**src/cuf_defs.svh**
```systemverilog
`ifndef CUF_DEFS_SVH
`define CUF_DEFS_SVH

// register indices, byte address is four times the index
`define CUF_IDX_PAGE      8'hAB
`define CUF_IDX_STATUS    8'hAD
`define CUF_IDX_EVENT     8'hAE
`define CUF_IDX_EVCLR     8'hAF

// word index taken from the byte address
`define CUF_ADDR_HI       9
`define CUF_ADDR_LO       2

// reset values
`define CUF_STATUS_RST    8'h80
`define CUF_EVENT_RST     8'h00
`define CUF_ENABLE_RST    8'h00

// flag positions, status and event registers share positions 7 and 0..5
`define CUF_B_TXBUF       7
`define CUF_B_RESV        6
`define CUF_B_CARD        6
`define CUF_B_CURR        5
`define CUF_B_VOLT        4
`define CUF_B_WAIT        3
`define CUF_B_TXC         2
`define CUF_B_RXC         1
`define CUF_B_PAR         0
`define CUF_B_PAGE        0

// writable bits of the enable register, reserved bit kept at zero
`define CUF_EN_MASK       8'hBF

// parity detections before the flag, receive and transmit
`define CUF_RX_PE_LIMIT   3'h4
`define CUF_TX_PE_LIMIT   3'h5

`endif

```
**src/cuf_pkg.sv**
```systemverilog
`default_nettype none

package cuf_pkg;

    // data phase of the bus slave
    typedef enum logic [1:0] {
        CUF_DPH_IDLE,
        CUF_DPH_WR,
        CUF_DPH_RD
    } cuf_dph_t;

    // one flag register
    typedef logic [7:0] cuf_flags_t;

endpackage : cuf_pkg

`default_nettype wire

```
**src/cuf_par_if.sv**
```systemverilog
`timescale 1ns/1ps
`default_nettype none

interface cuf_par_if;
    logic err_pulse;   // parity error seen on a character
    logic char_done;   // character ended without error
    logic rx_mode;     // 1 receive, 0 transmit
    logic rep_en;      // character repetition on
    logic flag_pulse;  // parity flag to be raised
    logic line_err;    // signal error on the card line

    modport core (output err_pulse, char_done, rx_mode, rep_en, input flag_pulse, line_err);
    modport rep  (input err_pulse, char_done, rx_mode, rep_en, output flag_pulse, line_err);
endinterface : cuf_par_if

`default_nettype wire

```
**src/cuf_parity_rep.sv**
```systemverilog
`timescale 1ns/1ps
`default_nettype none
`include "cuf_defs.svh"

module cuf_parity_rep #(
    parameter logic [2:0] RX_LIMIT = `CUF_RX_PE_LIMIT,
    parameter logic [2:0] TX_LIMIT = `CUF_TX_PE_LIMIT
) (
    // clock and reset
    input  wire logic mclk,
    input  wire logic rst_n,
    // repetition handshake
    cuf_par_if.rep    par
);

    logic [2:0] cnt_q;
    logic [2:0] cnt_d;
    logic       flag_q;
    logic       flag_d;
    logic       lerr_q;
    logic       lerr_d;

    // count repeated detections of one character
    always_comb
    begin
        logic [2:0] nxt;
        logic [2:0] lim;
        nxt    = cnt_q + 3'h1;
        lim    = par.rx_mode ? RX_LIMIT : TX_LIMIT;
        cnt_d  = cnt_q;
        flag_d = 1'b0;
        lerr_d = 1'b0;
        if (par.err_pulse)
        begin
            if (!par.rep_en || nxt >= lim)
            begin
                flag_d = 1'b1;   // see RULE12
                cnt_d  = 3'h0;
            end
            else
            begin
                cnt_d  = nxt;
                lerr_d = par.rx_mode;   // see RULE12
            end
        end
        else if (par.char_done)
        begin
            cnt_d = 3'h0;
        end
    end

    // register the counter and pulses
    always_ff @(posedge mclk or negedge rst_n)
    begin
        if (!rst_n)
        begin
            cnt_q  <= 3'h0;
            flag_q <= 1'b0;
            lerr_q <= 1'b0;
        end
        else
        begin
            cnt_q  <= cnt_d;
            flag_q <= flag_d;
            lerr_q <= lerr_d;
        end
    end

    assign par.flag_pulse = flag_q;
    assign par.line_err   = lerr_q;

endmodule : cuf_parity_rep

`default_nettype wire

```
**src/cuf_top.sv**
```systemverilog
// Design decision made here: register access over AHB-Lite.
`timescale 1ns/1ps
`default_nettype none
`include "cuf_defs.svh"

// Behaviour
// RULE1 - status at 0xAD, events at 0xAE, both only while page select is 0
// RULE2 - status resets to 0x80, only transmit buffer empty set
// RULE3 - current overflow status follows the card overcurrent, cleared by hardware
// RULE4 - received character status set when a character is received
// RULE5 - received character status cleared when the data buffer is read
// RULE6 - transmit buffer event set when buffer moves into the shift register
// RULE7 - voltage error event set when card supply leaves its range
// RULE8 - receive event set when reception completes
// RULE9 - event register is read only, writes change nothing
// RULE10 - reading the event register returns flags then clears them
// RULE11 - event flags reset to zero, reserved bit 6 reads zero
// RULE12 - receive repetition: three line errors, parity flag on fourth detection
// RULE13 - each event reaches the interrupt only while its enable bit is set
// RULE14 - card present status follows card detection
// RULE15 - transmit complete and parity status stay set until software clears
module cuf_top (
    // clock and reset
    input  wire logic        mclk,
    input  wire logic        rstn,
    // ahb-lite slave
    input  wire logic        hsel,
    input  wire logic [31:0] haddr,
    input  wire logic [1:0]  htrans,
    input  wire logic        hwrite,
    input  wire logic [2:0]  hsize,
    input  wire logic [31:0] hwdata,
    input  wire logic        hready,
    output logic      [31:0] hrdata,
    output logic             hreadyout,
    output logic             hresp,
    // card uart events
    input  wire logic        tx_load_pulse,
    input  wire logic        tx_buf_wr_pulse,
    input  wire logic        tx_done_pulse,
    input  wire logic        rx_done_pulse,
    input  wire logic        data_buf_rd_pulse,
    input  wire logic        wt_timeout_pulse,
    input  wire logic        wt_reload_pulse,
    input  wire logic        parity_err_pulse,
    input  wire logic        char_ok_pulse,
    input  wire logic        rx_mode,
    input  wire logic        rep_en,
    // card supply and contacts
    input  wire logic        card_detect,
    input  wire logic        overcurrent,
    input  wire logic        volt_in_range,
    // outputs to the uart and cpu
    output logic             line_err_req,
    output logic             irq
);

    logic                  rst_meta_q;
    logic                  rst_n_q;
    cuf_pkg::cuf_dph_t     dph_q;
    cuf_pkg::cuf_dph_t     dph_d;
    logic [7:0]            idx_q;
    logic [7:0]            idx_d;
    logic                  hready_q;
    logic                  hready_d;
    logic [31:0]           hrdata_q;
    logic [31:0]           hrdata_d;
    logic                  page_q;
    logic                  page_d;
    cuf_pkg::cuf_flags_t   stat_q;
    cuf_pkg::cuf_flags_t   stat_d;
    cuf_pkg::cuf_flags_t   id_q;
    cuf_pkg::cuf_flags_t   id_d;
    cuf_pkg::cuf_flags_t   en_q;
    cuf_pkg::cuf_flags_t   en_d;
    cuf_pkg::cuf_flags_t   id_set;
    cuf_pkg::cuf_flags_t   id_clr;
    logic                  irq_q;
    logic                  irq_d;
    logic [7:0]            rd_val;
    logic [7:0]            wdat;
    logic                  accept;
    logic                  wr_now;
    logic                  rd_now;
    logic                  wr_stat;
    logic                  wr_en;
    logic                  wr_clr;
    logic                  wr_page;
    logic                  rd_id;

    cuf_par_if par_if ();

    // register selected by index and page
    function automatic logic reg_hit(input logic [7:0] idx, input logic [7:0] at,
                                     input logic page, input logic want);
        reg_hit = (idx == at) && (page == want);
    endfunction : reg_hit

    // reset release through two flops
    always_ff @(posedge mclk or negedge rstn)
    begin
        if (!rstn)
        begin
            rst_meta_q <= 1'b0;
            rst_n_q    <= 1'b0;
        end
        else
        begin
            rst_meta_q <= 1'b1;
            rst_n_q    <= rst_meta_q;
        end
    end

    // parity repetition counter
    assign par_if.err_pulse = parity_err_pulse;
    assign par_if.char_done = char_ok_pulse;
    assign par_if.rx_mode   = rx_mode;
    assign par_if.rep_en    = rep_en;

    cuf_parity_rep u_rep (
        .mclk  (mclk),
        .rst_n (rst_n_q),
        .par   (par_if.rep)
    );

    // bus strobes, writes act in the data phase
    assign accept  = hsel && htrans[1] && hready;
    assign wr_now  = (dph_q == cuf_pkg::CUF_DPH_WR);
    assign rd_now  = (dph_q == cuf_pkg::CUF_DPH_RD);
    assign wdat    = hwdata[7:0];
    assign wr_stat = wr_now && reg_hit(idx_q, `CUF_IDX_STATUS, page_q, 1'b0);   // see RULE1
    assign wr_en   = wr_now && reg_hit(idx_q, `CUF_IDX_EVENT, page_q, 1'b1);
    assign wr_clr  = wr_now && (idx_q == `CUF_IDX_EVCLR);
    assign wr_page = wr_now && (idx_q == `CUF_IDX_PAGE);
    assign rd_id   = rd_now && reg_hit(idx_q, `CUF_IDX_EVENT, page_q, 1'b0);   // see RULE1

    // read data mux, unmapped reads zero
    always_comb
    begin
        rd_val = 8'h00;
        if (reg_hit(idx_q, `CUF_IDX_STATUS, page_q, 1'b0))   // see RULE1
            rd_val = stat_q;
        else if (reg_hit(idx_q, `CUF_IDX_EVENT, page_q, 1'b0))
            rd_val = id_q;
        else if (reg_hit(idx_q, `CUF_IDX_EVENT, page_q, 1'b1))
            rd_val = en_q;
        else if (idx_q == `CUF_IDX_PAGE)
            rd_val = {7'h00, page_q};
    end

    // bus phase next state, reads take one wait state
    always_comb
    begin
        dph_d    = dph_q;
        idx_d    = idx_q;
        hready_d = 1'b1;
        hrdata_d = hrdata_q;
        case (dph_q)
            cuf_pkg::CUF_DPH_IDLE,
            cuf_pkg::CUF_DPH_WR:
            begin
                dph_d = cuf_pkg::CUF_DPH_IDLE;
                if (accept)
                begin
                    idx_d    = haddr[`CUF_ADDR_HI:`CUF_ADDR_LO];
                    dph_d    = hwrite ? cuf_pkg::CUF_DPH_WR : cuf_pkg::CUF_DPH_RD;
                    hready_d = hwrite;
                end
            end
            cuf_pkg::CUF_DPH_RD:
            begin
                hrdata_d = {24'h000000, rd_val};   // see RULE10
                dph_d    = cuf_pkg::CUF_DPH_IDLE;
            end
            default:
            begin
                dph_d = cuf_pkg::CUF_DPH_IDLE;
            end
        endcase
    end

    // bus phase registers
    always_ff @(posedge mclk or negedge rst_n_q)
    begin
        if (!rst_n_q)
        begin
            dph_q    <= cuf_pkg::CUF_DPH_IDLE;
            idx_q    <= 8'h00;
            hready_q <= 1'b1;
            hrdata_q <= 32'h00000000;
        end
        else
        begin
            dph_q    <= dph_d;
            idx_q    <= idx_d;
            hready_q <= hready_d;
            hrdata_q <= hrdata_d;
        end
    end

    // status flags, hardware set wins over any clear
    always_comb
    begin
        stat_d = stat_q;
        stat_d[`CUF_B_TXBUF] = tx_load_pulse | (stat_q[`CUF_B_TXBUF] & ~tx_buf_wr_pulse);
        stat_d[`CUF_B_CARD]  = card_detect;                                     // see RULE14
        stat_d[`CUF_B_CURR]  = overcurrent;                                     // see RULE3
        stat_d[`CUF_B_VOLT]  = volt_in_range;
        stat_d[`CUF_B_WAIT]  = wt_timeout_pulse | (stat_q[`CUF_B_WAIT] & ~wt_reload_pulse);
        stat_d[`CUF_B_TXC]   = tx_done_pulse
                             | (stat_q[`CUF_B_TXC] & ~(wr_stat & ~wdat[`CUF_B_TXC]));   // see RULE15
        stat_d[`CUF_B_RXC]   = rx_done_pulse
                             | (stat_q[`CUF_B_RXC] & ~data_buf_rd_pulse);       // see RULE4 see RULE5
        stat_d[`CUF_B_PAR]   = par_if.flag_pulse
                             | (stat_q[`CUF_B_PAR] & ~(wr_stat & ~wdat[`CUF_B_PAR]));   // see RULE15
    end

    // event flags, cleared by read or clear register, never by a write to them
    always_comb
    begin
        id_set = 8'h00;
        id_set[`CUF_B_TXBUF] = tx_load_pulse;                                   // see RULE6
        id_set[`CUF_B_CURR]  = overcurrent & ~stat_q[`CUF_B_CURR];
        id_set[`CUF_B_VOLT]  = ~volt_in_range & stat_q[`CUF_B_VOLT];            // see RULE7
        id_set[`CUF_B_WAIT]  = wt_timeout_pulse;
        id_set[`CUF_B_TXC]   = tx_done_pulse;
        id_set[`CUF_B_RXC]   = rx_done_pulse;                                   // see RULE8
        id_set[`CUF_B_PAR]   = par_if.flag_pulse;
        id_clr = (rd_id ? 8'hFF : 8'h00) | (wr_clr ? wdat : 8'h00);             // see RULE10 see RULE9
        id_d   = (id_q & ~id_clr) | id_set;
        en_d   = wr_en ? (wdat & `CUF_EN_MASK) : en_q;
        page_d = wr_page ? wdat[`CUF_B_PAGE] : page_q;
        irq_d  = |(id_d & en_d);                                                // see RULE13
    end

    // flag registers
    always_ff @(posedge mclk or negedge rst_n_q)
    begin
        if (!rst_n_q)
        begin
            stat_q <= `CUF_STATUS_RST;   // see RULE2
            id_q   <= `CUF_EVENT_RST;    // see RULE11
            en_q   <= `CUF_ENABLE_RST;
            page_q <= 1'b0;
            irq_q  <= 1'b0;
        end
        else
        begin
            stat_q <= stat_d;
            id_q   <= id_d;
            en_q   <= en_d;
            page_q <= page_d;
            irq_q  <= irq_d;
        end
    end

    // outputs
    assign hrdata       = hrdata_q;
    assign hreadyout    = hready_q;
    assign hresp        = 1'b0;
    assign line_err_req = par_if.line_err;
    assign irq          = irq_q;

    logic quiet_ev;
    assign quiet_ev = !(tx_load_pulse || tx_done_pulse || rx_done_pulse || wt_timeout_pulse
                      || par_if.flag_pulse || overcurrent || stat_q[`CUF_B_VOLT]);
endmodule : cuf_top

`default_nettype wire

```
**config.mk**
```make
export PLATFORM = sky130hd
export DESIGN_NAME = cuf_top
export DESIGN_NICKNAME = d
export VERILOG_FILES = /design/src/cuf_pkg.sv /design/src/cuf_par_if.sv /design/src/cuf_parity_rep.sv /design/src/cuf_top.sv
export VERILOG_INCLUDE_DIRS = /design/src /design/src/src
export SDC_FILE = /design/constraint.sdc
export NUM_CORES = 1
export LEC_CHECK = 0
export BUFFER_PORTS_ARGS = -buffer_cell sky130_fd_sc_hd__buf_2
export CORE_ASPECT_RATIO = 1.4
export CORE_MARGIN = 2
export CORE_UTILIZATION = 40
export CTS_BUF_LIST = sky130_fd_sc_hd__clkbuf_8
export DETAILED_ROUTE_END_ITERATION = 8
export GPL_TIMING_DRIVEN = 0
export PLACE_DENSITY_LB_ADDON = 0.12
export SLEW_MARGIN = 15
export SYNTH_ARGS = -nofsm -noshare
export SYNTH_HDL_FRONTEND = slang
export SYNTH_SLANG_ARGS = --single-unit
```
**constraint.sdc**
```tcl
create_clock -name mclk -period 1.85 [get_ports mclk]
set_clock_uncertainty 0.05 [all_clocks]
set_input_delay 0.2775 -clock mclk [delete_from_list [all_inputs] [get_ports mclk]]
set_output_delay 0.2775 -clock mclk [all_outputs]
set_load 0.01 [all_outputs]
```
==> impl_metrics.csv <==
group,metric,value,unit
status,outcome,"finished with violations",
status,violations,"setup timing",
route,wirelength,4860,um
timing,fin_crit_sh,101,%
cells_and_area,syn_to_final_growth,26.1,%
timing,period_needed,1.86,ns
clocking,cts_buffers,5,
place,pre_cts_ws,-0.294,ns
global_routing,grt_use_total,14.8,%
global_routing,overflow,0,
floorplan,dieArea,6920,um^2
yosys,syn_inst,212,
clocking,cts_tree,"yes",
timing,grt_setup_unrepaired,"yes",
cells_and_area,multi_input_area,1050,um^2
yosys,yosys-top-cells-area,"dfrtp_1 (50%), buf_4 (7.5%), mux2_2 (7.2%), a21o_1 (2.1%), dfstp_2 (2.1%)",
global_routing,antenna_found_initial,0,
route,drc,0,
route,dr.pass1.iters,5,
floorplan,die_x,70.9,um
cells_and_area,fin_util,51.5,%
yosys,ys_types,49,
critical_path,path_buf_inv,1,
cells_and_area,layout_common_cells,"buf_2 (48), dfrtp_1 (47), buf_4 (33)",
yosys,yosysTopAreaCell,"dfrtp_1",
critical_path,cp_slowest_stage_delay,0.43,ns
cells_and_area,num-fill-cells,579,
timing,setup_violations,1,
route,vias,1794,
critical_path,start_kind,"flip-flop",
route,ant_nets,0,
clocking,clkSlewWorstSetupHoldPaths,0.09,ns
timing,max_freq,537,MHz
floorplan,core,6130,um^2
pwr,totalPowerFinal,2.36,mW
timing,tightest_slew,0.694,ns
place,place_congestion,0.799,
yosys,synth-main-ff-cell,"dfrtp_1",
pwr,p_leak,1.50,nW
floorplan,die_h,97.6,um
cells_and_area,drive_gt1_share,44.7,%
cells_and_area,final_common_cell,"buf_2",
cells_and_area,register_area,1310,um^2
job,maxCapViolCount,0,
critical_path,slowest_stage,"dfrtp_1",
critical_path,critPathTopFamily,"simple AND/OR/NAND/NOR gates",
min_path,hold_class,"input port to flip-flop",
critical_path,cp-end-kind,"flip-flop",
timing,slew_violations,0,
critical_path,path_class,"flip-flop to flip-flop",
route,drt_iter0_drc,90,
pwr,p_per_area,748,nW/um^2
floorplan,ioPinCount,124,
cells_and_area,diodes,0,
yosys,yosys_warnings,0,
route,routedWlPerCell,13.1,um
floorplan,fp-row-count,34,
global_routing,grt_pass1_wl,8070,um
floorplan,initial_utilization,40.9,%
yosys,synth_seq_area_share,52.1,%
critical_path,critPathMaxFanout,7,
pwr,peakVddDrop,0.512,mV
timing,finalHoldViolCount,0,
clocking,h-tree-depth,2,
timing,relSlewSlack,53.7,%
critical_path,worstPathCellList,"nor4bb_2 -> clkbuf_8 -> nand3_2 -> or3b_1 -> a32oi_2 -> nand4_1",
global_routing,grt_max_degree,31,
clocking,cts_buffer_depth,2,
cells_and_area,fin_area,3160,um^2
critical_path,cp.required,1.98,ns
global_routing,grt_pass1_vias,1676,
place,placed_cell_area,2940,um^2
cells_and_area,fin_nets,389,
route,avgViaCountPerCell,4.82,
place,place_hpwl,3720,um
yosys,synth_top_area_share,50.0,%
timing,layout_setup_ws,-0.0134,ns
critical_path,r2r_setup_slack,-0.01,ns
yosys,synth_edf_count,0,
clocking,insertion_delay,0.30,ns
yosys,synthesis.area,2500,um^2
clocking,root_buffer,"clkbuf_8",
critical_path,arrival,2.00,ns
yosys,async_flop_share,100,%
clocking,clock_sinks,52,
yosys,ys_ff_latch,52,
yosys,syn_avg_cell_area,11.8,um^2
place,numPortBuffers,46,
[stage by stage]
step	instances	setup TNS, ns	hold WS [ns]
after global placement	354	-20.58	0.0136
after detailed placement	355	-0.902	0.0137
after global routing	372	-0.0969	0.00762
after CTS	368	-0.0370	0.0176
final	372	-0.0134	0.0235
after floorplan	236	0	-0.0681
[flip-flops by register name, summed over array words and instances (netlist names)]
signal / cells
hrdata: 8
en_q: 8
dph_q: 2
rst_n_q: 1
rst_meta_q: 1
u_rep.cnt_q: 3
u_rep.par.line_err: 1
irq: 1
hreadyout: 1
id_q: 8
stat_q: 8
idx_q: 8
page_q: 1
u_rep.par.flag_pulse: 1
[power breakdown]
| group | internal (mW) | switching (mW) | total [mW] |
|---|---|---|---|
| logic | 0.185 | 0.154 | 0.339 |
| clock network | 0.396 | 0.362 | 0.758 |
| registers | 1.20 | 0.0625 | 1.27 |
| total | 1.78 | 0.578 | 2.36 |
[per-layer routing]
metal  vias to the layer above  part of all wire, %  GRT usage (%)
met2                        58                   51           24.9
met4                         0                  1.8           5.66
met5                         -                    0              0
met3                         8                  6.4           3.73
li1                        889                    -              -
met1                       839                   41           18.1
[layout make-up]
cell class                      instances  share of cell area [%]
Buffer                                 32                    7.77
Multi-Input combinational cell        144                    33.2
Inverter                                8                   0.951
Clock inverter                          3                    1.23
Sequential cell                        52                    41.4
Clock buffer                            5                    2.18
Timing Repair Buffer                   56                    10.4
Tap cell                               72                    2.85
[cells by family after synthesis]
logic type      count (synthesis)  synth area share [%]
mux                            16                  7.20
fa+ha+maj                       2                 0.999
flops                          52                  52.1
xor+xnor                        1                 0.350
other cells                     2                 0.300
compound gates                 45                  12.8
simple gates                   54                  15.4
buf+inv                        40                  10.9
[Yosys cell counts (2+ instances only)]
master / number
ha_1: 2
nand3_1: 3
a21o_1: 7
a22o_1: 6
nor2b_1: 3
nand2_1: 10
and2_2: 2
dfrtp_1: 50
and3_2: 2
mux2_2: 16
nor2_1: 4
nor4_4: 2
nand4_1: 8
o21ai_1: 2
a21oi_1: 7
buf_2: 2
a32o_1: 3
a31o_2: 4
nand3b_1: 3
dfstp_2: 2
a22oi_1: 3
nor3b_1: 2
o21ai_0: 7
inv_1: 8
buf_4: 25
conb_1: 2
buf_6: 2
nand2b_1: 3
nand4b_1: 2
[final timing paths]
path,depth (start not counted),to,startpoint
hold / removal,1,stat_q[6],card_detect
min in group asynchronous,2,rst_n_q,rstn
hold reg to reg,0,stat_q[3],rst_n_q
setup / recovery,6,irq,dph_q[1]
max in group asynchronous,1,stat_q[7],rst_n_q
setup reg to reg,6,irq,dph_q[1]
[repair_timing]
item,in CTS,in global routing
setup buffers,4,4
gates resized for setup,5,4
setup endpoints to repair,8,5
hold buffers,1,0
hold endpoints to repair,2,0
pin swaps,2,2
gates cloned,0,0
No activity file was read; power rests on OpenSTA's default activity.
